==> src/ext_irq_cfg.svh <==
// Register offsets, field positions and reset values of the external pin interrupt unit
`ifndef EXT_IRQ_CFG_SVH
`define EXT_IRQ_CFG_SVH
`define OFS_SENSE 12'h000
`define OFS_ENABLE 12'h004
`define OFS_FLAGS 12'h008
`define OFS_PCMASK 12'h00C
`define OFS_GLOBAL 12'h010
`define OFS_PINS 12'h014
`define BIT_EN_B 7
`define BIT_EN_A 6
`define BIT_EN_PC 5
`define BIT_SENSE_B 2
`define BIT_SENSE_A 0
`define RST_REG8 8'h00
`define MASK_FLAGS 8'hE0
`endif

==> src/ext_irq_pkg.sv <==
// Types of the external pin interrupt unit
package ext_irq_pkg;
    typedef enum logic [1:0] {
        SENSE_LOW = 2'h0,
        SENSE_ANY = 2'h1,
        SENSE_FALL = 2'h2,
        SENSE_RISE = 2'h3
    } sense_t;
    typedef enum {
        WR_IDLE,
        WR_RESP
    } wr_state_t;
    typedef enum {
        RD_IDLE,
        RD_DATA
    } rd_state_t;
    // Request lines to the core vector dispatch
    typedef struct packed {
        logic pin_b;
        logic pin_a;
        logic change;
    } irq_req_t;
    // All state of the unit
    typedef struct packed {
        logic [7:0] core_control_reg;
        logic [7:0] irq_enable_reg;
        logic [7:0] irq_flag_reg;
        logic [7:0] change_pin_mask;
        logic global_en;
        logic [1:0] sync1;
        logic [1:0] sync2;
        logic [1:0] pin_prev;
        logic [7:0] pc_sync1;
        logic [7:0] pc_sync2;
        logic [7:0] pc_prev;
        wr_state_t wr_state;
        rd_state_t rd_state;
        logic [31:0] rdata;
        logic [1:0] rresp;
        logic [1:0] bresp;
        logic aw_got;
        logic w_got;
        logic [11:0] awaddr;
        logic [31:0] wdata;
        logic [3:0] wstrb;
        irq_req_t req;
    } state_t;
endpackage

==> src/external_pin_interrupt_unit.sv <==
// External pin interrupt unit with AXI4-Lite register slave
// Summary of operation
// - Enabled pin toggle sets change flag
// - Pins sensed even when driven as outputs
// - Pin change seen through the two-stage synchroniser
// - Pin B sense select decode
// - Pin A sense select decode
// - Low level requests while pin low
// - Edge sense only while clock runs
// - Low level sensed from pin level
// - Vanished level gives no interrupt
// - Pins sampled before edge detection
// - Enables at bits 7,6,5 with global
// - Event flags at bits 7,6,5
// - Flags clear on acknowledge or write-one
// - Pin flag cleared under low-level sense
// - Per-pin change mask bits
// - Three separate vector requests
//
// The AXI4-Lite interface to the registers and the address map are this design's own decisions.
`timescale 1ns/10ps
`include "ext_irq_cfg.svh"
module external_pin_interrupt_unit
    import ext_irq_pkg::*;
#(
    parameter int ADDR_W = 12 // AXI address width
) (
    input wire logic aclk, // Clock, 250 MHz
    input wire logic aresetn, // Synchronous reset, active low
    input wire logic [ADDR_W-1:0] s_axi_awaddr, // Write address
    input wire logic s_axi_awvalid, // Write address valid
    output logic s_axi_awready, // Write address ready
    input wire logic [31:0] s_axi_wdata, // Write data
    input wire logic [3:0] s_axi_wstrb, // Write strobes
    input wire logic s_axi_wvalid, // Write data valid
    output logic s_axi_wready, // Write data ready
    output logic [1:0] s_axi_bresp, // Write response
    output logic s_axi_bvalid, // Write response valid
    input wire logic s_axi_bready, // Write response ready
    input wire logic [ADDR_W-1:0] s_axi_araddr, // Read address
    input wire logic s_axi_arvalid, // Read address valid
    output logic s_axi_arready, // Read address ready
    output logic [31:0] s_axi_rdata, // Read data
    output logic [1:0] s_axi_rresp, // Read response
    output logic s_axi_rvalid, // Read data valid
    input wire logic s_axi_rready, // Read data ready
    input wire logic ext_irq_pin_a, // Dedicated interrupt pin A
    input wire logic ext_irq_pin_b, // Dedicated interrupt pin B
    input wire logic [7:0] change_watch_pins, // Pin-change inputs
    input wire logic [2:0] vector_ack, // Core taking vector b,a,change
    output irq_req_t vector_req, // Requests to vector dispatch
    output logic irq // Level interrupt, any unmasked flag
);
    // Decode needs bits 4:0 plus an upper field, and at most 12 address bits are held
    if (ADDR_W < 6 || ADDR_W > 12) begin : g_addr_w_check
        $error("ADDR_W must lie between 6 and 12");
    end

    state_t s_r; // Registered state
    state_t s_nxt; // Next state
    sense_t sense_a; // Decoded sense of pin A
    sense_t sense_b; // Decoded sense of pin B
    logic [1:0] pin_now; // Synchronised dedicated pins {b,a}
    logic [1:0] pin_evt; // Edge events {b,a}
    logic [1:0] pin_low; // Low level requests {b,a}
    logic [7:0] pc_toggle; // Per-pin toggle seen
    logic pc_evt; // Any enabled pin toggled
    logic [7:0] set_flags; // Hardware flag sets
    logic [7:0] clr_flags; // Write-one and acknowledge clears
    logic wr_fire; // Write commits this cycle
    logic [31:0] rd_val; // Read mux output
    logic rd_ok; // Read address mapped

    // Sense decode from control register
    always_comb begin
        sense_b = sense_t'(s_r.core_control_reg[`BIT_SENSE_B +: 2]);
        sense_a = sense_t'(s_r.core_control_reg[`BIT_SENSE_A +: 2]);
    end

    // Edge detection on the two-stage samples of the pins
    assign pin_now = s_r.sync2;
    always_comb begin
        pin_evt = 2'b00;
        for (int i = 0; i < 2; i++) begin
            unique case (i == 1 ? sense_b : sense_a)
                SENSE_LOW: begin
                    pin_evt[i] = 1'b0;
                end
                SENSE_ANY: begin
                    pin_evt[i] = pin_now[i] ^ s_r.pin_prev[i];
                end
                SENSE_FALL: begin
                    pin_evt[i] = s_r.pin_prev[i] & ~pin_now[i];
                end
                SENSE_RISE: begin
                    pin_evt[i] = ~s_r.pin_prev[i] & pin_now[i];
                end
            endcase
        end
    end

    // Low level requests follow the pin, never stored
    assign pin_low[1] = (sense_b == SENSE_LOW) & ~pin_now[1];
    assign pin_low[0] = (sense_a == SENSE_LOW) & ~pin_now[0];

    // Pin-change toggle per pin, gated by its mask bit
    genvar g;
    generate
        for (g = 0; g < 8; g++) begin : g_pc
            assign pc_toggle[g] = s_r.change_pin_mask[g] & (s_r.pc_sync2[g] ^ s_r.pc_prev[g]);
        end
    endgenerate
    assign pc_evt = |pc_toggle;

    // Flag sets and clears
    always_comb begin
        set_flags = 8'h00;
        set_flags[`BIT_EN_B] = pin_evt[1];
        set_flags[`BIT_EN_A] = pin_evt[0];
        set_flags[`BIT_EN_PC] = pc_evt;
        clr_flags = 8'h00;
        if (wr_fire && s_r.awaddr == `OFS_FLAGS && s_r.wstrb[0]) begin
            clr_flags = s_r.wdata[7:0] & `MASK_FLAGS;
        end
        clr_flags[`BIT_EN_B] = clr_flags[`BIT_EN_B] | vector_ack[2];
        clr_flags[`BIT_EN_A] = clr_flags[`BIT_EN_A] | vector_ack[1];
        clr_flags[`BIT_EN_PC] = clr_flags[`BIT_EN_PC] | vector_ack[0];
    end

    assign wr_fire = s_r.aw_got & s_r.w_got & (s_r.wr_state == WR_IDLE);

    // Read mux
    always_comb begin
        rd_val = 32'h0000_0000;
        rd_ok = 1'b1;
        unique case (s_axi_araddr[4:0])
            5'(`OFS_SENSE): begin
                rd_val[7:0] = s_r.core_control_reg;
            end
            5'(`OFS_ENABLE): begin
                rd_val[7:0] = s_r.irq_enable_reg;
            end
            5'(`OFS_FLAGS): begin
                rd_val[7:0] = s_r.irq_flag_reg;
            end
            5'(`OFS_PCMASK): begin
                rd_val[7:0] = s_r.change_pin_mask;
            end
            5'(`OFS_GLOBAL): begin
                rd_val[0] = s_r.global_en;
            end
            5'(`OFS_PINS): begin
                rd_val[9:0] = {s_r.sync2, s_r.pc_sync2};
            end
            default: begin
                rd_ok = 1'b0;
            end
        endcase
        if (s_axi_araddr[ADDR_W-1:5] != '0) begin
            rd_ok = 1'b0;
            rd_val = 32'h0000_0000;
        end
    end

    // Next state
    always_comb begin
        s_nxt = s_r;
        // Pins are sampled regardless of direction
        s_nxt.sync1 = {ext_irq_pin_b, ext_irq_pin_a};
        s_nxt.sync2 = s_r.sync1;
        s_nxt.pin_prev = s_r.sync2;
        s_nxt.pc_sync1 = change_watch_pins;
        s_nxt.pc_sync2 = s_r.pc_sync1;
        s_nxt.pc_prev = s_r.pc_sync2;
        // Set wins over clear
        s_nxt.irq_flag_reg = ((s_r.irq_flag_reg & ~clr_flags) | set_flags) & `MASK_FLAGS;
        if (sense_b == SENSE_LOW) begin
            s_nxt.irq_flag_reg[`BIT_EN_B] = 1'b0;
        end
        if (sense_a == SENSE_LOW) begin
            s_nxt.irq_flag_reg[`BIT_EN_A] = 1'b0;
        end
        // Write channel capture
        if (s_axi_awvalid && !s_r.aw_got) begin
            s_nxt.aw_got = 1'b1;
            s_nxt.awaddr = 12'(s_axi_awaddr);
        end
        if (s_axi_wvalid && !s_r.w_got) begin
            s_nxt.w_got = 1'b1;
            s_nxt.wdata = s_axi_wdata;
            s_nxt.wstrb = s_axi_wstrb;
        end
        unique case (s_r.wr_state)
            WR_IDLE: begin
                if (wr_fire) begin
                    s_nxt.wr_state = WR_RESP;
                    s_nxt.bresp = 2'b00;
                    if (s_r.wstrb[0]) begin
                        unique case (s_r.awaddr)
                            `OFS_SENSE: begin
                                s_nxt.core_control_reg = s_r.wdata[7:0];
                            end
                            `OFS_ENABLE: begin
                                s_nxt.irq_enable_reg = s_r.wdata[7:0] & `MASK_FLAGS;
                            end
                            `OFS_FLAGS: begin
                                s_nxt.bresp = 2'b00;
                            end
                            `OFS_PCMASK: begin
                                s_nxt.change_pin_mask = s_r.wdata[7:0];
                            end
                            `OFS_GLOBAL: begin
                                s_nxt.global_en = s_r.wdata[0];
                            end
                            `OFS_PINS: begin
                                s_nxt.bresp = 2'b00;
                            end
                            default: begin
                                s_nxt.bresp = 2'b10;
                            end
                        endcase
                    end
                end
            end
            WR_RESP: begin
                if (s_axi_bready) begin
                    s_nxt.wr_state = WR_IDLE;
                    s_nxt.aw_got = 1'b0;
                    s_nxt.w_got = 1'b0;
                end
            end
        endcase
        unique case (s_r.rd_state)
            RD_IDLE: begin
                if (s_axi_arvalid) begin
                    s_nxt.rd_state = RD_DATA;
                    s_nxt.rdata = rd_val;
                    s_nxt.rresp = rd_ok ? 2'b00 : 2'b10;
                end
            end
            RD_DATA: begin
                if (s_axi_rready) begin
                    s_nxt.rd_state = RD_IDLE;
                end
            end
        endcase
        // Vector requests: flag or low level, enable and global enable
        s_nxt.req.pin_b = s_r.global_en & s_r.irq_enable_reg[`BIT_EN_B]
            & (s_nxt.irq_flag_reg[`BIT_EN_B] | pin_low[1]);
        s_nxt.req.pin_a = s_r.global_en & s_r.irq_enable_reg[`BIT_EN_A]
            & (s_nxt.irq_flag_reg[`BIT_EN_A] | pin_low[0]);
        s_nxt.req.change = s_r.global_en & s_r.irq_enable_reg[`BIT_EN_PC]
            & s_nxt.irq_flag_reg[`BIT_EN_PC];
    end

    // State register
    always_ff @(posedge aclk) begin
        if (!aresetn) begin
            s_r <= '0;
            s_r.wr_state <= WR_IDLE;
            s_r.rd_state <= RD_IDLE;
            s_r.sync1 <= 2'b11;
            s_r.sync2 <= 2'b11;
            s_r.pin_prev <= 2'b11;
            // Change pins idle high too, so no false toggle follows reset
            s_r.pc_sync1 <= 8'hFF;
            s_r.pc_sync2 <= 8'hFF;
            s_r.pc_prev <= 8'hFF;
        end else begin
            s_r <= s_nxt;
        end
    end

    // Outputs
    assign s_axi_awready = ~s_r.aw_got;
    assign s_axi_wready = ~s_r.w_got;
    assign s_axi_bvalid = (s_r.wr_state == WR_RESP);
    assign s_axi_bresp = s_r.bresp;
    assign s_axi_arready = (s_r.rd_state == RD_IDLE);
    assign s_axi_rvalid = (s_r.rd_state == RD_DATA);
    assign s_axi_rdata = s_r.rdata;
    assign s_axi_rresp = s_r.rresp;
    assign vector_req = s_r.req;
    assign irq = |(s_r.irq_flag_reg & s_r.irq_enable_reg);

    // Any-change on pin A sets its flag at the edge after the synchronised change
    property p_any_a;
        @(posedge aclk) disable iff (!aresetn)
        (sense_a == SENSE_ANY && $changed(pin_now[0]) && $stable(s_r.core_control_reg))
        |=> s_r.irq_flag_reg[`BIT_EN_A];
    endproperty
    a_any_a: assert property (p_any_a) else $error("pin A change did not set flag");

    property p_fall_b;
        @(posedge aclk) disable iff (!aresetn)
        (sense_b == SENSE_FALL && $fell(pin_now[1]) && $stable(s_r.core_control_reg))
        |=> s_r.irq_flag_reg[`BIT_EN_B];
    endproperty
    a_fall_b: assert property (p_fall_b) else $error("pin B fall did not set flag");

    // Rise on pin A sets its flag at the next edge
    property p_rise_a;
        @(posedge aclk) disable iff (!aresetn)
        (sense_a == SENSE_RISE && $rose(pin_now[0])) |=> s_r.irq_flag_reg[`BIT_EN_A];
    endproperty
    a_rise_a: assert property (p_rise_a) else $error("pin A rise did not set flag");

    property p_rise_b_only;
        @(posedge aclk) disable iff (!aresetn)
        (sense_b == SENSE_RISE && !s_r.irq_flag_reg[`BIT_EN_B] && !$rose(pin_now[1]))
        |=> !s_r.irq_flag_reg[`BIT_EN_B] || $past(pin_evt[1]);
    endproperty
    a_rise_b_only: assert property (p_rise_b_only) else $error("pin B flag set without rise");

    property p_low_clear;
        @(posedge aclk) disable iff (!aresetn)
        $past(sense_a == SENSE_LOW) |-> !s_r.irq_flag_reg[`BIT_EN_A];
    endproperty
    a_low_clear: assert property (p_low_clear) else $error("pin A flag set under low sense");

    // Low-level sense keeps the pin B flag clear
    property p_low_clear_b;
        @(posedge aclk) disable iff (!aresetn)
        $past(sense_b == SENSE_LOW) |-> !s_r.irq_flag_reg[`BIT_EN_B];
    endproperty
    a_low_clear_b: assert property (p_low_clear_b) else $error("pin B flag set under low sense");

    property p_low_req;
        @(posedge aclk) disable iff (!aresetn)
        (pin_low[0] && s_r.global_en && s_r.irq_enable_reg[`BIT_EN_A]) |=> vector_req.pin_a;
    endproperty
    a_low_req: assert property (p_low_req) else $error("low level did not request");

    // Pin B held low requests its vector while enabled
    property p_low_req_b;
        @(posedge aclk) disable iff (!aresetn)
        (pin_low[1] && s_r.global_en && s_r.irq_enable_reg[`BIT_EN_B]) |=> vector_req.pin_b;
    endproperty
    a_low_req_b: assert property (p_low_req_b) else $error("pin B low level did not request");

    property p_pc_set;
        @(posedge aclk) disable iff (!aresetn)
        (pc_evt) |=> s_r.irq_flag_reg[`BIT_EN_PC];
    endproperty
    a_pc_set: assert property (p_pc_set) else $error("pin change flag not set");

    property p_pc_mask;
        @(posedge aclk) disable iff (!aresetn)
        (s_r.change_pin_mask == 8'h00 && !s_r.irq_flag_reg[`BIT_EN_PC]) |=> !s_r.irq_flag_reg[`BIT_EN_PC];
    endproperty
    a_pc_mask: assert property (p_pc_mask) else $error("masked pins set change flag");

    property p_ack_clear;
        @(posedge aclk) disable iff (!aresetn)
        (vector_ack[0] && !pc_evt) |=> !s_r.irq_flag_reg[`BIT_EN_PC];
    endproperty
    a_ack_clear: assert property (p_ack_clear) else $error("acknowledge did not clear flag");

    // Write-one clears the change flag unless a toggle lands in the same cycle
    property p_w1c_pc;
        @(posedge aclk) disable iff (!aresetn)
        (wr_fire && s_r.awaddr == `OFS_FLAGS && s_r.wstrb[0] && s_r.wdata[`BIT_EN_PC] && !pc_evt)
        |=> !s_r.irq_flag_reg[`BIT_EN_PC];
    endproperty
    a_w1c_pc: assert property (p_w1c_pc) else $error("write-one did not clear change flag");

    property p_gate;
        @(posedge aclk) disable iff (!aresetn)
        !s_r.global_en |=> !vector_req.change && !vector_req.pin_a && !vector_req.pin_b;
    endproperty
    a_gate: assert property (p_gate) else $error("request without global enable");
endmodule

==> config.mk <==
export PLATFORM = sky130hd
export DESIGN_NAME = external_pin_interrupt_unit
export DESIGN_NICKNAME = d
export VERILOG_FILES = /design/src/ext_irq_pkg.sv /design/src/external_pin_interrupt_unit.sv
export VERILOG_INCLUDE_DIRS = /design/src /design/src/src
export SDC_FILE = /design/constraint.sdc
export NUM_CORES = 1
export LEC_CHECK = 0
export BUFFER_PORTS_ARGS = -buffer_cell sky130_fd_sc_hd__buf_4
export CELL_PAD_IN_SITES_DETAIL_PLACEMENT = 1
export CELL_PAD_IN_SITES_GLOBAL_PLACEMENT = 1
export CORE_MARGIN = 2
export CORE_UTILIZATION = 40
export CTS_CLUSTER_SIZE = 40
export DETAILED_ROUTE_END_ITERATION = 6
export GPL_TIMING_DRIVEN = 0
export MAX_ROUTING_LAYER = met4
export PLACE_DENSITY_LB_ADDON = 0.12
export SLEW_MARGIN = 20
export SYNTH_ARGS = -nofsm -noshare
export SYNTH_HDL_FRONTEND = slang
export SYNTH_SLANG_ARGS = --single-unit
==> constraint.sdc <==
create_clock -name aclk -period 2.5 [get_ports aclk]
set_input_delay 0.5 -clock aclk [delete_from_list [all_inputs] [get_ports aclk]]
set_output_delay 0.5 -clock aclk [all_outputs]
set_load 0.02 [all_outputs]
After elaboration in Yosys (flattened, before gate mapping). Index checks and enable logic that the tools add are counted. Widths: inputs -> output; s select.

Output and inout bits: 45. Logic and storage cells: 147. Memories kept: 0. Bits of input ports: 80. Bits in latches: 0. Bits in registers: 211. Memory bits (read-only): 0. Memory bits (writable): 0.

Muxes and demuxes: 24. $lt $le $gt $ge: 0. Bitwise operators: 47. Multipliers: 0. Divide/modulo/power cells: 0. Reductions and logical operators: 27. Add/sub/neg operators: 0. Eq/ne operators: 24. Shift-type cells: 0.

Operator list (count): $logic_not 32->1 (4); $pmux 32 s2 (2); $mux 32 (3); $mux 66 (1); $eq 32x1->1 const B (2); $eq 32x2->1 const B (2); $pmux 7 s5 (1); $eq 12x4->1 const B (2); $eq 12x5->1 const B (2); $and 1x1->1 (22); $and 8x8->8 (2); $reduce_and 4->1 (4); $reduce_or 8->1 (2); $eq 12x3->1 const B (1); $logic_not 12->1 (1); $mux 2 (6); $reduce_or 6->1 (2); $eq 5x4->1 const B (2); $eq 5x5->1 const B (2); $mux 10 (1); $xor 1x1->1 (10); $eq 2x2->1 const B (4); $mux 8 (1); $ne 2x2->1 const B (4); 15 further kinds (39).

Depth between registers and ports, before layout.
Depth after elaboration: 12. Gate-level depth with buffers: 6. Gate-level depth less buffers: 6.

Least setup slack after synthesis. Ideal clock, no wire load.

Kind: in2reg. From: input s_axi_araddr[3]. To: register s_r, in the netlist s_axi_rdata[7]. Path buffers: 1. Path slack: 901 ps. Library setup time: 125 ps. Arrival: 1474 ps. Required time: 2375 ps. Stages on the path: 5. Cell sequence: buf_2 > mux4_2 > nor2b_1 > a31oi_1 > o21ai_0.

Longest elaborated chain between the ends: 3.

Ends and longest elaborated chain: from (decl) (RTL line external_pin_interrupt_unit.sv:40) `input wire logic [ADDR_W-1:0] s_axi_araddr,`; $eq 5x5->1, or another cell as far along (RTL line external_pin_interrupt_unit.sv:136) `unique case (s_axi_araddr[4:0])`; $pmux 7 s5 (*) (RTL line external_pin_interrupt_unit.sv:136); $mux 10 (*) (RTL line external_pin_interrupt_unit.sv:159) `if (s_axi_araddr[ADDR_W-1:5] != '0) begin`; to (signal assigned) (RTL line external_pin_interrupt_unit.sv:270) `s_r <= s_nxt;`; to (decl) (RTL line external_pin_interrupt_unit.sv:59) `state_t s_r;`.

Mark *: on every way between the ends. The rest lies on a longest branch, timed or not. A chain may end at the register's enable or synchronous reset.

Worst setup path after layout.
From: register s_r[206] (netlist name). To: output irq.

Longest elaborated chain between the ends: 2.

Ends and longest elaborated chain: $and 8x8->8 (RTL line external_pin_interrupt_unit.sv:284) `assign irq = |(s_r.irq_flag_reg & s_r.irq_enable_reg);`; $reduce_or 8->1 (RTL line external_pin_interrupt_unit.sv:284); to (decl) (RTL line external_pin_interrupt_unit.sv:52) `output logic irq`.

No other way between the ends.

==> impl_metrics.env <==
export IMPL_htreeDepth=3
export IMPL_area_growth_pct=24.22
export IMPL_critPathMaxFanout=4
export IMPL_insertion_delay_ps=370
export IMPL_drt_iter0_markers=118
export IMPL_ant_nets=0
export IMPL_synth_edf_count=0
export IMPL_tightest_slew_ps=641.7
export IMPL_p_per_area_nw_per_um2=581.0
export IMPL_regToRegSetupSlack_ps=860
export IMPL_place_hpwl_mm=8.172
export IMPL_ys_types=47
export IMPL_layout_cells_non_filler=704
export IMPL_drive_gt1_share_pct=23.82
export IMPL_synth_common_cells="93 x dfxtp_1, 86 x nand2_1, 41 x a21oi_1"
export IMPL_fillers=1219
export IMPL_maxSlewViolCount=0
export IMPL_post_cts_resize_count=0
export IMPL_grt_max_degree=17
export IMPL_cap_violations=0
export IMPL_die_w_um=104.6
export IMPL_cp_data_required_time_ps=2000
export IMPL_grt_overflow=0
export IMPL_synth_area_leaders="dfxtp_1 46%, nand2_1 8.0%, buf_4 7.4%, a21oi_1 5.1%, nand2b_1 4.9%"
export IMPL_setup_viol=0
export IMPL_port_buffer_count=71
export IMPL_antenna_found_initial=0
export IMPL_fmax_mhz=524.6
export IMPL_critPathLaunchType="register"
export IMPL_die_h_um=104.6
export IMPL_p_leak_uw=0.002169
export IMPL_reg2regPathDepth=5
export IMPL_clock_path_buffers=2
export IMPL_synth_ff_type="dfxtp_1"
export IMPL_cts_sinks=93
export IMPL_yosysWarnings=0
export IMPL_syn_cell_area_um2=4045
export IMPL_cp_arrival_ps=1410
export IMPL_peakVddDrop_mv=0.2373
export IMPL_place_inst=689
export IMPL_hold_viol=0
export IMPL_grt_total_usage_pct=20.74
export IMPL_regToRegEndpoint="vector_req[0]$_SDFF_PN0_"
export IMPL_drcViolationCount=0
export IMPL_place_congestion=0.8424
export IMPL_hold_start="ext_irq_pin_b"
export IMPL_vias_per_cell=4.847
export IMPL_cts_tree="built"
export IMPL_nNetsFinal=651
export IMPL_fin_crit_ps=1906
export IMPL_drtPass1Iterations=6
export IMPL_finalCritPeriodShare_pct=76.26
export IMPL_core_region_area_um2=9774
export IMPL_dieArea_um2=10930
export IMPL_yosys_area_top_type="dfxtp_1"
export IMPL_status="complete, no violations"
export IMPL_cts_setup_buffers=0
export IMPL_worstHoldPathType="input pin to register"
export IMPL_postCtsHoldBufs=0
export IMPL_diodes=0
export IMPL_grt_pass1_vias=3572
export IMPL_min_path_cells=2
export IMPL_critPathCaptureType="primary output"
export IMPL_setup_tns_ps=0
export IMPL_start_util_pct=41.39
export IMPL_syn_area_per_cell_um2=8.756
export IMPL_grt_pass1_wl_mm=17.44
export IMPL_relSlewSlack_pct=56.61
export IMPL_whs_endpoint="s_nxt[180]$_SDFF_PN1_"
export IMPL_clkSlewWorstSetupHoldPaths_ps=90
export IMPL_synth_seq_cells=93
export IMPL_async_reset_ff_share_pct=0
export IMPL_io_pins=125
export IMPL_reg2reg_from="s_r[45]$_SDFFE_PN0P_"
export IMPL_num_vias=3412
export IMPL_grt_setup_unrepaired="no"
export IMPL_cts_root_buf="clkbuf_8"
export IMPL_placement_rows=36
export IMPL_skew_ps=14.47
export IMPL_synth_top_area_share_pct=46.03
export IMPL_ys_seq_area_share_pct=46.03
export IMPL_cts_made_buffers=9
export IMPL_wl_per_cell_um=14.78
export IMPL_crit_start="s_r[206]$_SDFFE_PN0P_"
export IMPL_wl_mm=10.41
export IMPL_synthCells=462
export IMPL_crit_type="register to primary output"
export IMPL_yosys_cell_count_top_type="dfxtp_1"
metal layers:
| metal | GRT usage, % | routed length (um) |
|---|---|---|
| met1 | 24.95 | 4769 |
| met2 | 34.45 | 4976 |
| met3 | 4.180 | 535 |
| met4 | 7.625 | 125 |
| met5 | - | 0 |
layout make-up:
cell class	instances	area, um2	share of cell area [%]
Clock inverter	6	70.07	1.394
Tap cell	133	166.4	3.312
Sequential cell	93	1862	37.05
Multi-Input combinational cell	323	1851	36.83
Timing Repair Buffer	71	533.0	10.61
Clock buffer	9	123.9	2.465
Buffer	60	385.4	7.669
Inverter	9	33.78	0.6723
power by group:
group	internal, uW	switching [uW]
clock network	466	558
registers	1530	40.5
logic	152	177
metrics by stage:
step,setup WS [ps],cell area (um2),total power [uW],hold WS (ps),utilization [%]
detailed placement,560.4,4831,1930,396.9,49.42
floorplan,901.3,4131,1799,386.3,-
CTS,580.8,5025,2952,289.9,51.41
global placement,544.4,4831,1918,390.1,49.42
finish,593.6,5025,2919,306.4,51.41
global route,495.1,5025,3046,291.9,51.41
state kept, by name (all words and copies together) (netlist names):
name,count
pin_now,2
vector_req,3
s_r,58
s_axi_bresp,1
s_nxt,18
s_axi_rdata,10
s_axi_rresp,1
worst max-delay path by stage:
| stage | end | cells after the start |
|---|---|---|
| 2_1_floorplan | s_axi_rdata[7]$_SDFFE_PN0P_ | 5 |
| 3_3_place_gp | s_r[11]$_SDFFE_PN0P_ | 5 |
| 3_5_place_dp | s_r[183]$_SDFFE_PN0P_ | 5 |
| 4_1_cts | irq | 3 |
| 5_1_grt | irq | 3 |
| 6_report | irq | 3 |
critical path: stages (launching register included):
cell      delay [ps]
dfxtp_1          380
a222oi_1         410
inv_1             80
buf_4            170
placed cells by master, fill, tap and decap left out, types with 2 or more instances in the layout:
cell type / Yosys / routed
buf_4: 40 / 111
dfxtp_1: 93 / 93
nand2_1: 86 / 86
a21oi_1: 41 / 41
nand2b_1: 32 / 32
o21ai_0: 25 / 25
conb_1: 1 / 24
clkbuf_1: 14 / 14
nor2b_1: 14 / 14
nand3_1: 14 / 14
mux2i_1: 12 / 12
inv_1: 9 / 9
a22oi_1: 9 / 9
clkbuf_8: 0 / 9
xor2_1: 8 / 8
nor2_1: 6 / 6
nand4_1: 5 / 5
a2bb2oi_1: 4 / 4
ha_1: 4 / 4
buf_1: 3 / 3
and4_1: 3 / 3
nor3_1: 3 / 3
a31oi_1: 3 / 3
o21a_1: 3 / 3
nor4_1: 2 / 2
nor4b_1: 2 / 2
a21o_1: 2 / 2
buf_2: 2 / 2
mux4_2: 2 / 2
a211oi_1: 2 / 2
inv_6: 0 / 2
clkinv_4: 0 / 2
cell families (layout without fill, tap and decap cells):
family | Yosys count | count (layout) | share of synthesized area, %
AOI/OAI and AO/OA | 94 | 94 | 13.58
muxes | 15 | 15 | 4.361
and+or+nand+nor | 178 | 178 | 22.61
xor gates and xnor gates | 8 | 8 | 1.732
buffers and inverters | 69 | 155 | 10.36
adders and majority gates | 4 | 4 | 1.237
other | 1 | 24 | 0.09270
DFF | 93 | 93 | 46.03
(Power assumes the default switching activity.)
